===== src/tbgsp_pkg.sv =====
package tbgsp_pkg;
  // ==========================================================
  // bus geometry and register map (byte addresses)
  localparam int            ADDR_W      = 8;
  localparam logic [7:0]    ADDR_T2CTL  = 8'h00;
  localparam logic [7:0]    ADDR_CNTL   = 8'h04;
  localparam logic [7:0]    ADDR_CNTH   = 8'h08;
  localparam logic [7:0]    ADDR_RLDL   = 8'h0c;
  localparam logic [7:0]    ADDR_RLDH   = 8'h10;
  localparam logic [7:0]    ADDR_SERCTL = 8'h14;
  localparam logic [7:0]    ADDR_SERBUF = 8'h18;
  localparam logic [7:0]    ADDR_MISC   = 8'h1c;
  localparam logic [1:0]    RESP_OKAY   = 2'h0;
  localparam logic [1:0]    RESP_SLVERR = 2'h2;
  // ==========================================================
  // second_timer_control field positions
  localparam int            TC_OVF      = 7;
  localparam int            TC_EXF      = 6;
  localparam int            TC_RCLK     = 5;
  localparam int            TC_TX_CLOCK_SELECT     = 4;
  localparam int            TC_EXEN     = 3;
  localparam int            TC_RUN      = 2;
  localparam int            TC_CT       = 1;
  localparam int            TC_CP       = 0;
  // serial_control field positions
  localparam int            SC_REN      = 4;
  localparam int            SC_TX9      = 3;
  localparam int            SC_RX9      = 2;
  localparam int            SC_TI       = 1;
  localparam int            SC_RDONE    = 0;
  // misc control field positions
  localparam int            MISC_SIX    = 0;
  localparam int            MISC_SMOD   = 1;
  // ==========================================================
  // cycle counts
  localparam logic [3:0]    MC_LAST12   = 4'hb;
  localparam logic [3:0]    MC_LAST6    = 4'h5;
  localparam logic [3:0]    HALF12      = 4'h6;
  localparam logic [3:0]    HALF6       = 4'h3;
  localparam logic [3:0]    OVS_MID     = 4'h7;
  localparam logic [3:0]    OVS_LAST    = 4'hf;
  localparam logic [3:0]    BITS_M0     = 4'h8;
  localparam logic [3:0]    BITS_M1     = 4'ha;
  localparam logic [3:0]    BITS_M23    = 4'hb;
  localparam logic [3:0]    RX_SAMPLES  = 4'h9;
  localparam logic [15:0]   CNT_TOP     = 16'hffff;
  // ==========================================================
  // serial modes and sequencer states
  localparam logic [1:0]    MODE0       = 2'h0;
  localparam logic [1:0]    MODE1       = 2'h1;
  localparam logic [1:0]    MODE2       = 2'h2;
  typedef enum logic [1:0] {TX_IDLE, TX_FRAME, TX_SYNC} tbgsp_tx_t;
  typedef enum logic [1:0] {RX_IDLE, RX_START, RX_DATA, RX_SYNC} tbgsp_rx_t;
  typedef struct packed {
    logic [7:0]  t2ctl;
    logic [15:0] cnt;
    logic [15:0] rld;
    logic [7:0]  serial_control;
    logic [7:0]  rxbuf;
    logic [1:0]  misc;
    logic [3:0]  div;
    logic        st_tog;
    logic [1:0]  m2cnt;
    logic        t1half;
    logic [2:0]  exs;
    logic [2:0]  cps;
    logic [2:0]  rxs;
    logic        exf_l;
    logic        cpf_l;
    logic        rxf_l;
    tbgsp_tx_t   tx;
    logic [10:0] txsh;
    logic [3:0]  txn;
    logic [3:0]  txc;
    logic        m0go;
    tbgsp_rx_t   rx;
    logic [8:0]  rxsh;
    logic [3:0]  rxn;
    logic [3:0]  rxc;
    logic        sclk;
    logic        txd;
    logic        rxo;
    logic        rxoe_n;
    logic        aw_have;
    logic [7:0]  awa;
    logic        w_have;
    logic [7:0]  wd;
    logic        ws;
    logic        bvalid;
    logic [1:0]  bresp;
    logic        rvalid;
    logic [31:0] rdata;
    logic [1:0]  rresp;
  } tbgsp_state_t;
  localparam tbgsp_state_t ST_RESET = '{tx: TX_IDLE, rx: RX_IDLE, txd: 1'b1, rxo: 1'b1,
    rxoe_n: 1'b1, sclk: 1'b1, exs: 3'h7, cps: 3'h7, rxs: 3'h7, exf_l: 1'b1,
    cpf_l: 1'b1, rxf_l: 1'b1, default: '0};
endpackage : tbgsp_pkg


===== src/tbgsp_top.sv =====
// Local design decisions: the placing of the registers and the AXI4-Lite interface to the registers.
`timescale 1ns/1ns
// Contract
// - transmit clock from first timer when select is 0, second timer when 1
// - baud mode: high byte rollover reloads the counter from reload registers
// - modes 1 and 3 on second timer: bit rate is overflow rate over 16
// - baud mode internal: count every clock (6-clock) or every second clock
// - internal rate is oscillator over n times (65536 minus reload)
// - baud mode rollover never sets the overflow flag or timer interrupt
// - baud mode trigger falling edge sets external flag, no reload
// - baud behaviour only when receive or transmit clock select is 1
// - baud count may come from external count pin, overflow over 16
// - reload on overflow (not capture mode), reload or capture on trigger edge when enabled, not baud
// - full duplex, second reception may start before first byte is read
// - buffer write loads transmitter, read returns separate receive register
// - mode 0: data on receive pin, shift clock on transmit pin, 8 bits
// - mode 1: start, eight data LSB first, stop stored as ninth bit
// - mode 2: 11-bit frames, ninth bit sent and received, fixed rates
// - mode 3 equals mode 2 with timer derived rate
// - every buffer write starts a transmission
// - mode 0 receives when done flag 0 and enable 1, else on start bit
module tbgsp_top (
  // clock and reset
  input  wire logic                          aclk,
  input  wire logic                          aresetn,
  // axi4-lite write address
  input  wire logic [tbgsp_pkg::ADDR_W-1:0]  s_axi_awaddr,
  input  wire logic [2:0]                    s_axi_awprot,
  input  wire logic                          s_axi_awvalid,
  output logic                               s_axi_awready,
  // axi4-lite write data and response
  input  wire logic [31:0]                   s_axi_wdata,
  input  wire logic [3:0]                    s_axi_wstrb,
  input  wire logic                          s_axi_wvalid,
  output logic                               s_axi_wready,
  output logic [1:0]                         s_axi_bresp,
  output logic                               s_axi_bvalid,
  input  wire logic                          s_axi_bready,
  // axi4-lite read
  input  wire logic [tbgsp_pkg::ADDR_W-1:0]  s_axi_araddr,
  input  wire logic [2:0]                    s_axi_arprot,
  input  wire logic                          s_axi_arvalid,
  output logic                               s_axi_arready,
  output logic [31:0]                        s_axi_rdata,
  output logic [1:0]                         s_axi_rresp,
  output logic                               s_axi_rvalid,
  input  wire logic                          s_axi_rready,
  // timer pins and first timer overflow pulse
  input  wire logic                          trigger_pin,
  input  wire logic                          external_count_pin,
  input  wire logic                          first_timer_overflow,
  // serial pins
  input  wire logic                          rxd_in,
  output logic                               rxd_out,
  output logic                               rxd_oe_n,
  output logic                               txd_out
);
  import tbgsp_pkg::*;

  // ==========================================================
  // address decode helpers
  function automatic logic addr_hit(input logic [7:0] a);
    addr_hit = (a == ADDR_T2CTL) || (a == ADDR_CNTL) || (a == ADDR_CNTH) ||
               (a == ADDR_RLDL) || (a == ADDR_RLDH) || (a == ADDR_SERCTL) ||
               (a == ADDR_SERBUF) || (a == ADDR_MISC);
  endfunction : addr_hit

  // filtered level from a 3-stage synchroniser: {new level, falling edge}
  function automatic logic [1:0] filt(input logic [2:0] sy, input logic lv);
    logic chg;
    chg  = (sy[1] == sy[2]) && (sy[1] != lv);
    filt = {chg ? sy[1] : lv, chg && !sy[1]};
  endfunction : filt

  // ==========================================================
  // state
  tbgsp_state_t s_r;
  tbgsp_state_t s_nxt;
  logic [1:0]   mode;
  logic         six;
  logic         smod;
  logic         mc;
  logic         half;
  logic         ex_fall;
  logic         cp_fall;
  logic         rx_fall;
  logic [1:0]   f_ex;
  logic [1:0]   f_cp;
  logic [1:0]   f_rx;
  logic         baud;
  logic         run;
  logic         inc;
  logic         ovf;
  logic         trig;
  logic         t2_tick;
  logic         t1_tick;
  logic         m2_tick;
  logic         tx16;
  logic         rx16;
  logic         wr;
  logic [7:0]   wd;
  logic [7:0]   wa;
  logic         ti_set;
  logic         ri_set;
  logic         rb8_set;
  logic         rb8_val;
  logic [8:0]   newsh;
  logic         m0act;
  logic [7:0]   rd;

  // bus handshakes are combinational from the holding flags
  assign s_axi_awready = !s_r.aw_have && !s_r.bvalid;
  assign s_axi_wready  = !s_r.w_have && !s_r.bvalid;
  assign s_axi_arready = !s_r.rvalid;
  assign s_axi_bvalid  = s_r.bvalid;
  assign s_axi_bresp   = s_r.bresp;
  assign s_axi_rvalid  = s_r.rvalid;
  assign s_axi_rdata   = s_r.rdata;
  assign s_axi_rresp   = s_r.rresp;
  assign rxd_out       = s_r.rxo;
  assign rxd_oe_n      = s_r.rxoe_n;
  assign txd_out       = s_r.txd;

  // ==========================================================
  // next-state logic
  always_comb begin : next_state
    s_nxt   = s_r;
    mode    = s_r.serial_control[7:6];
    six     = s_r.misc[MISC_SIX];
    smod    = s_r.misc[MISC_SMOD];
    ti_set  = 1'b0;
    ri_set  = 1'b0;
    rb8_set = 1'b0;
    rb8_val = 1'b0;
    newsh   = {s_r.rxf_l, s_r.rxsh[8:1]};

    // machine-cycle divider: 12 or 6 clocks, half mark for the shift clock
    mc   = (s_r.div == 4'h0);
    half = (s_r.div == (six ? HALF6 : HALF12));
    s_nxt.div    = (s_r.div == (six ? MC_LAST6 : MC_LAST12)) ? 4'h0 : s_r.div + 4'h1;
    s_nxt.st_tog = !s_r.st_tog;

    // pin synchronisers; only stages two and three are looked at
    s_nxt.exs = {s_r.exs[1:0], trigger_pin};
    s_nxt.cps = {s_r.cps[1:0], external_count_pin};
    s_nxt.rxs = {s_r.rxs[1:0], rxd_in};
    f_ex = filt(s_r.exs, s_r.exf_l);
    f_cp = filt(s_r.cps, s_r.cpf_l);
    f_rx = filt(s_r.rxs, s_r.rxf_l);
    s_nxt.exf_l = f_ex[1];
    s_nxt.cpf_l = f_cp[1];
    s_nxt.rxf_l = f_rx[1];
    ex_fall = f_ex[0];
    cp_fall = f_cp[0];
    rx_fall = f_rx[0];

    // register write, performed once address and data are both held
    wr = s_r.aw_have && s_r.w_have && !s_r.bvalid;
    wa = s_r.awa;
    wd = s_r.wd;

    baud = s_r.t2ctl[TC_RCLK] || s_r.t2ctl[TC_TX_CLOCK_SELECT];
    run  = s_r.t2ctl[TC_RUN];
    inc  = s_r.t2ctl[TC_CT] ? cp_fall : (baud ? (six || s_r.st_tog) : mc);
    ovf  = run && inc && (s_r.cnt == CNT_TOP);
    trig = s_r.t2ctl[TC_EXEN] && ex_fall;
    t2_tick = ovf && baud;

    // counter advance; auto-reload and baud reload on rollover
    if (run && inc) begin
      if (ovf && (baud || !s_r.t2ctl[TC_CP])) begin
        s_nxt.cnt = s_r.rld;
      end else begin
        s_nxt.cnt = s_r.cnt + 16'h1;
      end
    end
    if (trig && !baud) begin
      if (s_r.t2ctl[TC_CP]) begin
        s_nxt.rld = s_r.cnt;
      end else begin
        s_nxt.cnt = s_r.rld;
      end
    end

    // software writes to counter and reload registers win over hardware updates
    if (wr && s_r.ws) begin
      unique case (wa)
        ADDR_T2CTL: s_nxt.t2ctl = wd;
        ADDR_CNTL:  s_nxt.cnt[7:0] = wd;
        ADDR_CNTH:  s_nxt.cnt[15:8] = wd;
        ADDR_RLDL:  s_nxt.rld[7:0] = wd;
        ADDR_RLDH:  s_nxt.rld[15:8] = wd;
        ADDR_SERCTL: s_nxt.serial_control = wd;
        ADDR_MISC:  s_nxt.misc = wd[1:0];
        default:    s_nxt.misc = s_nxt.misc;
      endcase
    end
    if (ovf && !baud) begin
      s_nxt.t2ctl[TC_OVF] = 1'b1;
    end
    // set wins over a same-cycle software clear
    if (trig) begin
      s_nxt.t2ctl[TC_EXF] = 1'b1;
    end

    // first timer overflows: smod picks every overflow or every second one
    s_nxt.t1half = first_timer_overflow ? !s_r.t1half : s_r.t1half;
    t1_tick = first_timer_overflow && (smod || s_r.t1half);
    // mode 2 oversample tick: osc/4, osc/2 or every clock
    m2_tick = (s_r.m2cnt == 2'h0);
    if (m2_tick) begin
      s_nxt.m2cnt = {!six && !smod, !(six && smod)};
    end else begin
      s_nxt.m2cnt = s_r.m2cnt - 2'h1;
    end
    tx16 = (mode == MODE2) ? m2_tick : (s_r.t2ctl[TC_TX_CLOCK_SELECT] ? t2_tick : t1_tick);
    rx16 = (mode == MODE2) ? m2_tick : (s_r.t2ctl[TC_RCLK] ? t2_tick : t1_tick);

    // ----- transmitter
    unique case (s_r.tx)
      TX_IDLE: begin
      end
      TX_FRAME: begin
        if (tx16) begin
          s_nxt.txc = s_r.txc + 4'h1;
          if (s_r.txc == OVS_LAST) begin
            if (s_r.txn == 4'h1) begin
              s_nxt.tx = TX_IDLE;
              ti_set   = 1'b1;
            end else begin
              s_nxt.txsh = {1'b1, s_r.txsh[10:1]};
              s_nxt.txn  = s_r.txn - 4'h1;
            end
          end
        end
      end
      TX_SYNC: begin
        if (mc) begin
          s_nxt.m0go = 1'b1;
          if (s_r.m0go) begin
            if (s_r.txn == 4'h1) begin
              s_nxt.tx = TX_IDLE;
              ti_set   = 1'b1;
            end else begin
              s_nxt.txsh = {1'b1, s_r.txsh[10:1]};
              s_nxt.txn  = s_r.txn - 4'h1;
            end
          end
        end
      end
    endcase
    if (wr && s_r.ws && (wa == ADDR_SERBUF)) begin
      s_nxt.txc  = 4'h0;
      s_nxt.m0go = 1'b0;
      if (mode == MODE0) begin
        s_nxt.tx   = TX_SYNC;
        s_nxt.txsh = {3'h7, wd};
        s_nxt.txn  = BITS_M0;
      end else begin
        s_nxt.tx   = TX_FRAME;
        s_nxt.txsh = {1'b1, (mode == MODE1) ? 1'b1 : s_r.serial_control[SC_TX9], wd, 1'b0};
        s_nxt.txn  = (mode == MODE1) ? BITS_M1 : BITS_M23;
      end
    end

    // ----- receiver, independent of the transmitter except that mode 0 waits for TX_IDLE
    // full duplex receive
    unique case (s_r.rx)
      RX_IDLE: begin
        s_nxt.rxc = 4'h0;
        s_nxt.rxn = 4'h0;
        if (s_r.serial_control[SC_REN]) begin
          if (mode != MODE0 && rx_fall) begin
            s_nxt.rx = RX_START;
          end else if (mode == MODE0 && !s_r.serial_control[SC_RDONE] && s_r.tx == TX_IDLE && mc) begin
            s_nxt.rx = RX_SYNC;
          end
        end
      end
      RX_START: begin
        // a start bit that is gone at mid-bit is noise
        if (rx16) begin
          s_nxt.rxc = s_r.rxc + 4'h1;
          if (s_r.rxc == OVS_MID) begin
            s_nxt.rxc = 4'h0;
            s_nxt.rx  = s_r.rxf_l ? RX_IDLE : RX_DATA;
          end
        end
      end
      RX_DATA: begin
        // sample at mid-bit; stop bit (mode 1) or ninth bit lands in bit 8
        if (rx16) begin
          s_nxt.rxc = s_r.rxc + 4'h1;
          if (s_r.rxc == OVS_LAST) begin
            s_nxt.rxsh = newsh;
            s_nxt.rxn  = s_r.rxn + 4'h1;
            if (s_r.rxn == RX_SAMPLES - 4'h1) begin
              s_nxt.rx    = RX_IDLE;
              s_nxt.rxbuf = newsh[7:0];
              ri_set      = 1'b1;
              rb8_set     = 1'b1;
              rb8_val     = newsh[8];
            end
          end
        end
      end
      RX_SYNC: begin
        // sample on the rising shift clock edge
        if (half) begin
          s_nxt.rxsh = newsh;
          s_nxt.rxn  = s_r.rxn + 4'h1;
          if (s_r.rxn == BITS_M0 - 4'h1) begin
            s_nxt.rx    = RX_IDLE;
            s_nxt.rxbuf = newsh[8:1];
            ri_set      = 1'b1;
          end
        end
      end
    endcase
    // clearing receive enable abandons a frame in progress
    if (!s_r.serial_control[SC_REN]) begin
      s_nxt.rx = RX_IDLE;
    end
    // newest byte overwrites
    // flags set by hardware win over a same-cycle software clear
    if (ti_set) begin
      s_nxt.serial_control[SC_TI] = 1'b1;
    end
    if (ri_set) begin
      s_nxt.serial_control[SC_RDONE] = 1'b1;
    end
    if (rb8_set) begin
      s_nxt.serial_control[SC_RX9] = rb8_val;
    end

    // ----- pin drivers, registered from the next state
    m0act = (s_nxt.tx == TX_SYNC) || (s_nxt.rx == RX_SYNC);
    if (!m0act || half) begin
      s_nxt.sclk = 1'b1;
    end else if (mc) begin
      s_nxt.sclk = 1'b0;
    end
    s_nxt.rxoe_n = !(s_nxt.tx == TX_SYNC);
    s_nxt.rxo    = (s_nxt.tx == TX_SYNC) ? s_nxt.txsh[0] : 1'b1;
    if (s_nxt.tx == TX_FRAME) begin
      s_nxt.txd = s_nxt.txsh[0];
    end else begin
      s_nxt.txd = (mode == MODE0) ? s_nxt.sclk : 1'b1;
    end

    // ----- axi4-lite write channels, taken in either order
    if (s_axi_awvalid && s_axi_awready) begin
      s_nxt.aw_have = 1'b1;
      s_nxt.awa     = s_axi_awaddr;
    end
    if (s_axi_wvalid && s_axi_wready) begin
      s_nxt.w_have = 1'b1;
      s_nxt.wd     = s_axi_wdata[7:0];
      s_nxt.ws     = s_axi_wstrb[0];
    end
    if (wr) begin
      s_nxt.aw_have = 1'b0;
      s_nxt.w_have  = 1'b0;
      s_nxt.bvalid  = 1'b1;
      s_nxt.bresp   = addr_hit(wa) ? RESP_OKAY : RESP_SLVERR;
    end
    if (s_r.bvalid && s_axi_bready) begin
      s_nxt.bvalid = 1'b0;
    end

    // ----- axi4-lite read; reads have no side effects
    unique case (s_axi_araddr)
      ADDR_T2CTL: rd = s_r.t2ctl;
      ADDR_CNTL:  rd = s_r.cnt[7:0];
      ADDR_CNTH:  rd = s_r.cnt[15:8];
      ADDR_RLDL:  rd = s_r.rld[7:0];
      ADDR_RLDH:  rd = s_r.rld[15:8];
      ADDR_SERCTL: rd = s_r.serial_control;
      ADDR_SERBUF: rd = s_r.rxbuf;
      ADDR_MISC:  rd = {6'h00, s_r.misc};
      default:    rd = 8'h00;
    endcase
    if (s_axi_arvalid && s_axi_arready) begin
      s_nxt.rvalid = 1'b1;
      s_nxt.rdata  = {24'h000000, rd};
      s_nxt.rresp  = addr_hit(s_axi_araddr) ? RESP_OKAY : RESP_SLVERR;
    end else if (s_r.rvalid && s_axi_rready) begin
      s_nxt.rvalid = 1'b0;
    end
  end : next_state

  // ==========================================================
  // state register, synchronous active-low reset
  always_ff @(posedge aclk) begin : state_reg
    if (!aresetn) begin
      s_r <= ST_RESET;
    end else begin
      s_r <= s_nxt;
    end
  end : state_reg

endmodule : tbgsp_top

===== config.mk =====
export PLATFORM = sky130hd
export DESIGN_NAME = tbgsp_top
export DESIGN_NICKNAME = d
export VERILOG_FILES = /design/src/tbgsp_pkg.sv /design/src/tbgsp_top.sv
export SDC_FILE = /design/constraint.sdc
export NUM_CORES = 1
export LEC_CHECK = 0
export BUFFER_PORTS_ARGS = -buffer_cell sky130_fd_sc_hd__buf_4
export CORE_MARGIN = 4
export CORE_UTILIZATION = 50
export DETAILED_ROUTE_END_ITERATION = 8
export PLACE_DENSITY = 0.82
export SETUP_SLACK_MARGIN = 0.05
export SYNTH_ARGS = -nofsm -noshare
export SYNTH_HDL_FRONTEND = slang
export SYNTH_SLANG_ARGS = --single-unit

===== constraint.sdc =====
create_clock -name aclk -period 3 [get_ports aclk]
set_input_delay 0 -clock aclk [delete_from_list [all_inputs] [get_ports aclk]]
set_output_delay 0 -clock aclk [all_outputs]
set_load 0.1 [all_outputs]

# ---- After elaboration in Yosys (flattened, before gate mapping)
# Cells that the tools add are included.
dict set report classes {
  addsub 7
  eq_ne 49
  mux 89
  bitwise_logic 1
  reduce_logical 111
}
# operator n
set ops {}
lappend ops {{8-bit two-way mux} 11}
lappend ops {{17-bit two-way mux} 4}
lappend ops {{8-bit by 5-bit equality test with 1-bit output (second input constant)} 8}
lappend ops {{16-bit two-way mux} 4}
lappend ops {{8-bit case mux with 8 select lines} 1}
lappend ops {{48-bit two-way mux} 1}
lappend ops {{15-bit two-way mux} 3}
lappend ops {{1-bit two-way mux} 36}
lappend ops {{17-bit case mux with 2 select lines} 1}
lappend ops {{8-bit by 4-bit equality test with 1-bit output (second input constant)} 4}
lappend ops {{32-bit two-way mux} 1}
lappend ops {{1-bit logical AND} 31}
lappend ops {{2-bit nonzero test} 13}
lappend ops {{2-bit two-way mux} 12}
lappend ops {{4-bit case mux with 3 select lines} 2}
lappend ops {{22-bit two-way mux} 1}
lappend ops {{2-bit AND reduction} 11}
lappend ops {{21-bit two-way mux} 1}
lappend ops {{1-bit logical OR} 20}
lappend ops {{19-bit two-way mux} 1}
lappend ops {{9-bit case mux with 2 select lines} 1}
lappend ops {{1-bit logical NOT} 17}
lappend ops {{16-bit by 1-bit adder with 16-bit output (second input constant)} 1}
lappend ops {{4-bit by 1-bit adder with 4-bit output (second input constant)} 4}
lappend ops {{other kinds (30)} 68}
dict set report word_totals {
  regBits 156
  input_bits 69
  output_inout_bits 44
  elab_cells 302
}

# ---- Longest topological paths before layout
dict set report logic_depth {
  ltp_word 19
  mapped_depth 12
  depth_no_buf 10
}

# ---- Worst setup path after synthesis
# Ideal clock, no wire load.
dict set report synth_timing {
  kind {register -> register}
  start {register s_r, in the netlist s_axi_bvalid}
  end {register s_r[38] (netlist bit)}
  setup_ns 0.132
  arrival_time_ns 2.841
  required_time_ns 2.868
  slack_ns 0.026
  stages_incl_launch_ff 5
  n_path_buf 0
  period_less_slack_ns 2.974
  path_cell_list {dfxtp_1 > nor2_1 > nand2_1 > nand2_1 > a21oi_1}
}
dict set report synth_between {
  elab_chain_cells 3
}
# item line_no
set synth_rtl {}
lappend synth_rtl {{start: declaration} tbgsp_top.sv:77} ;# tbgsp_state_t s_r;
lappend synth_rtl {{start signal: assignment} tbgsp_top.sv:398} ;# s_r <= s_nxt;
lappend synth_rtl {{1-bit logical NOT} tbgsp_top.sv:113} ;# assign s_axi_wready = !s_r.w_have && !s_r.bvalid;
lappend synth_rtl {{1-bit logical AND} tbgsp_top.sv:113}
lappend synth_rtl {{net s_axi_wready} tbgsp_top.sv:35} ;# output logic s_axi_wready,
lappend synth_rtl {{1-bit logical AND} tbgsp_top.sv:356} ;# if (s_axi_wvalid && s_axi_wready) begin
# The timed path passes the listed nets, and every way through them passes these cells.
# A chain may end at the register's enable or synchronous reset.

# ---- Final worst setup path
dict set report layout_timing {
  start {register s_r[156] (netlist bit)}
  end {register s_r, in the netlist txd_out}
}
dict set report layout_between {
  elab_chain_cells 15
  word_cells_on_any_way 23
  cone_classes {eq/ne: 4; mux: 14; reduce/logical: 5}
}
# item line_no
set layout_rtl {}
lappend layout_rtl {{16-bit equality test (*)} tbgsp_top.sv:165} ;# ovf = run && inc && (s_r.cnt == CNT_TOP);
lappend layout_rtl {{1-bit logical AND (*)} tbgsp_top.sv:165}
lappend layout_rtl {{1-bit logical AND (*)} tbgsp_top.sv:167} ;# t2_tick = ovf && baud;
lappend layout_rtl {{1-bit two-way mux (on tied branches) (2 in a row)} {tbgsp_top.sv:217, tbgsp_top.sv:216}}
lappend layout_rtl {{19-bit two-way mux, or another cell as far along} tbgsp_top.sv:292} ;# if (rx16) begin
lappend layout_rtl {{2-bit case mux with 4 select lines / 17-bit case mux with 2 select lines (equally long branches)} {tbgsp_top.sv:268, tbgsp_top.sv:220}}
lappend layout_rtl {{2-bit two-way mux / 22-bit two-way mux (equally long branches)} {tbgsp_top.sv:321, tbgsp_top.sv:252}}
lappend layout_rtl {{2-bit equality test} tbgsp_top.sv:337} ;# m0act = (s_nxt.tx == TX_SYNC) || (s_nxt.rx == RX_SYNC);
lappend layout_rtl {{1-bit logical OR} tbgsp_top.sv:337}
lappend layout_rtl {{1-bit logical NOT} tbgsp_top.sv:338} ;# if (!m0act || half) begin
lappend layout_rtl {{1-bit logical OR} tbgsp_top.sv:338}
lappend layout_rtl {{1-bit two-way mux} tbgsp_top.sv:338}
lappend layout_rtl {{1-bit two-way mux} tbgsp_top.sv:348} ;# s_nxt.txd = (mode == MODE0) ? s_nxt.sclk : 1'b1;
lappend layout_rtl {{1-bit two-way mux (*)} tbgsp_top.sv:345} ;# if (s_nxt.tx == TX_FRAME) begin
# Every way passes the cells marked *; elsewhere a longest branch is shown, timed or not. The select of a mux whose other input is x is not followed.

==> metrics.md <==
| Metric | Value |
|---|---|
| Outcome | `complete, no violations` |
| Syn Inst Count | `1,012` |
| Final setup vio count | `0` |
| Power per Cell Area | `502 nW/um^2` |
| Max_cap viols | `0` |
| # port buffers | `53` |
| TNS Setup | `0 ns` |
| Sw frac | `28.5%` |
| Final Power | `4.77 mW` |
| Initial core utilization | `51.5%` |
| Wl on met1 | `9090 um` |
| Multiplexer area fraction after synthesis | `7.77%` |
| Combinational Power Share | `11.4%` |
| First-pass GRT wire length | `34,200 um` |
| Ant diodes | `0` |
| Largest net degree at the start of global routing | `52` |
| Peak VDD IR | `435 uV` |
| Synth cell types | `82` |
| Most frequent cells in the layout | `dfxtp_1, nand2_1, nor2_1` |
| Synth Area in Compound Gates | `20.4%` |
| TritonRoute pass-1 iters | `6` |
| Mean Syn Cell Area | `8.16 um^2` |
| Die area | `18,600 um^2` |
| P_leak | `3.63 nW` |
| Switch Pwr | `1.36 mW` |
| Final worst path period need | `2.77 ns` |
| Number of global-route vias before repair | `6,791` |
| Ports | `113` |
| Fmax achieved | `0.361 GHz` |
| DR vias | `7,554` |
| Internal power | `3.41 mW` |
| DRC | `0` |
| Met2 wire len | `9720 um` |
| Initial antenna violation count | `0` |
| Data arrival, critical path | `3.14 ns` |
| Maximum clock path buffer count | `2` |
| # fillers | `1,381` |
| Main combinational cell family by area after synthesis | `simple AND/OR/NAND/NOR gates` |
| Placer Congestion | `0.995` |
| Area share of fa/ha/maj cells after synthesis | `2.42%` |
| Die width | `137 um` |
| Final hold vios | `0` |
| Critical Path Fanout Max | `6` |
| Synth Area in XOR/XNOR | `1.17%` |
| Top sig layer | `met4` |
| Clk slew on worst S/H paths | `0.06 ns` |
| Clock net sink count | `153` |
| Gr usage total | `22.8%` |
| Multi-input logic area | `4690 um^2` |
| Clk pwr share | `43.9%` |
| Max-slew headroom | `29.6%` |
| Final WL | `21,200 um` |
| Clk root buf | `clkbuf_16` |
| Critical Path End Type | `flip-flop` |
| Post-synthesis simple-gate area fraction | `23.7%` |
| Tightest Pin Transition | `1.05 ns` |
| Sequential power share | `44.7%` |
| ANT nets after route | `0` |
| Post-synth top flop | `dfxtp_1` |
| CP Launch Type | `flip-flop` |
| Htree depth | `4` |
| Mapped Area | `8260 um^2` |
| HPWL after DPL | `14,300 um` |
| Synthesized flop and latch total | `153` |
| Tcrit/Tclk final | `92.3%` |
| WP data required | `3.38 ns` |
| Ys Warns | `0` |
| Pre-CTS WS | `0.249 ns` |
| 1st-iter DRT viols | `795` |
| Vias/cell | `5.88` |
| Setup ws final | `0.231 ns` |
| Sequential area share after synthesis | `37.1%` |
| Final core utilization | `59.2%` |
| Layout cells sized above 1 | `13.7%` |
| Type of the worst min-delay path | `input pin to flip-flop` |
| GRT overflow | `0` |
| RSZ-0062 raised after global routing | `no` |
| Skew-Pair Late Insertion Delay | `0.44 ns` |
| Final Max Slew Viols | `0` |
| Nets@finish | `1,140` |
| Post-synth EDFFs | `0` |
| TritonCTS buffer count | `17` |
| Crit Path Class | `flip-flop to flip-flop` |
| Met3 WL | `1750 um` |
| CTS tree | `yes` |
| Skew final | `0.00954 ns` |
| WHS | `0.0528 ns` |
| Die height | `137 um` |
| Core Rows | `46` |
| Core Area | `16,100 um^2` |
| FF+latch area | `3060 um^2` |
| Most common cell after layout, fill and taps aside | `dfxtp_1` |
| Ys async rst share | `0%` |
| Wire per inst | `16.5 um` |
| Synthesis-to-finish area growth | `15.0%` |
==> timing repair <==
action                                  CTS  global route
resized for setup                         0             1
hold endpoints to repair                 33             0
endpoints found under the setup margin    0             7
hold buffers                             29             0
buffers inserted                          0             1
==> cell families (layout without fill, tap and decap cells) <==
logic type | count (synthesis) | count (layout)
other | 1 | 26
XOR/XNOR | 11 | 11
AO/OA/AOI/OAI | 262 | 262
multiplexers | 61 | 61
AND/OR/NAND/NOR | 384 | 384
buffers and inverters | 124 | 155
adder cells (fa/ha/maj) | 16 | 16
flip-flops | 153 | 153
==> through the flow <==
stage,std cells,cell area [um^2]
2_1_floorplan,1037,8360
3_3_place_gp,1222,8630
3_5_place_dp,1222,8630
4_1_cts,1283,9490
5_1_grt,1284,9500
6_report,1284,9500
==> final timing paths <==
check                     from         end  slack, ns  cells past startpoint
setup / recovery      s_r[156]     txd_out       0.23                      9
hold / removal    s_axi_wvalid     s_r[47]       0.05                      3
setup reg to reg      s_r[156]     txd_out       0.23                      9
hold reg to reg     s_nxt[109]  s_nxt[110]       0.40                      1
==> sequential cells by signal, indices dropped and copies added, names as in the netlist, 2 cells and up <==
register / flops
mode: 2
newsh: 9
s_axi_rdata: 8
s_nxt: 6
s_r: 104
wa: 8
wd: 8
==> power groups by stage <==
stage / sequential [mW] / clock [mW] / combinational, mW
2_1_floorplan: 2.15 / 0 / 0.457
6_report: 2.13 / 2.09 / 0.543
4_1_cts: 2.13 / 2.11 / 0.542
3_3_place_gp: 2.17 / 0 / 0.504
3_5_place_dp: 2.17 / 0 / 0.509
5_1_grt: 2.13 / 2.21 / 0.578
==> layer usage <==
| layer | track usage (%) | vias up |
|---|---|---|
| li1 | - | 3627 |
| met1 | 30.1 | 3518 |
| met2 | 36.7 | 339 |
| met3 | 4.82 | 70 |
| met4 | 8.57 | 0 |
| met5 | 0 | - |
==> synthesized netlist by cell type, types with 4 or more instances <==
library cell,n,area [um^2]
mux2_2,15,169
o211ai_1,9,67.6
and3b_1,4,35.0
nand2_1,125,469
nor3_1,15,75.1
clkbuf_1,50,188
a21o_1,6,45.0
nand2b_1,18,113
or2_2,4,25.0
xnor2_1,7,61.3
ha_1,16,200
nor2b_1,5,31.3
a31oi_1,9,56.3
and3_1,5,31.3
xor2_1,4,35.0
a22oi_1,10,75.1
dfxtp_1,153,3060
a221oi_1,10,87.6
a211oi_1,24,180
o31ai_1,9,67.6
and2_1,9,56.3
a21oi_1,100,500
buf_4,36,270
a311oi_1,5,43.8
o21ai_0,37,185
nand4_1,6,37.5
nand3b_1,7,52.6
inv_1,24,90.1
nor2_1,107,402
buf_2,11,55.1
o221ai_1,4,35.0
nor3b_1,12,90.1
o21ai_1,7,35.0
nand3_1,34,170
mux2i_1,45,450
==> area by class of cell <==
cell class	count	share of cell area (%)
repair buffers	98	8.50
flip-flops and latches	153	32.2
clock inverters	11	1.20
clock buffers	21	4.84
well taps	216	2.84
multi-input cells	760	49.4
inverters	25	1.00
==> worst max-delay path: stages, from the launching register on <==
cell and delay [ns]:
dfxtp_1 0.45, ha_1 0.26, nand4_2 0.25, nor4_4 0.35
nand4_2 0.21, a21oi_4 0.27, a21oi_1 0.15, a2111o_1 0.45
a31o_1 0.21, a21oi_2 0.11
No activity file was read; power rests on OpenSTA's default activity.
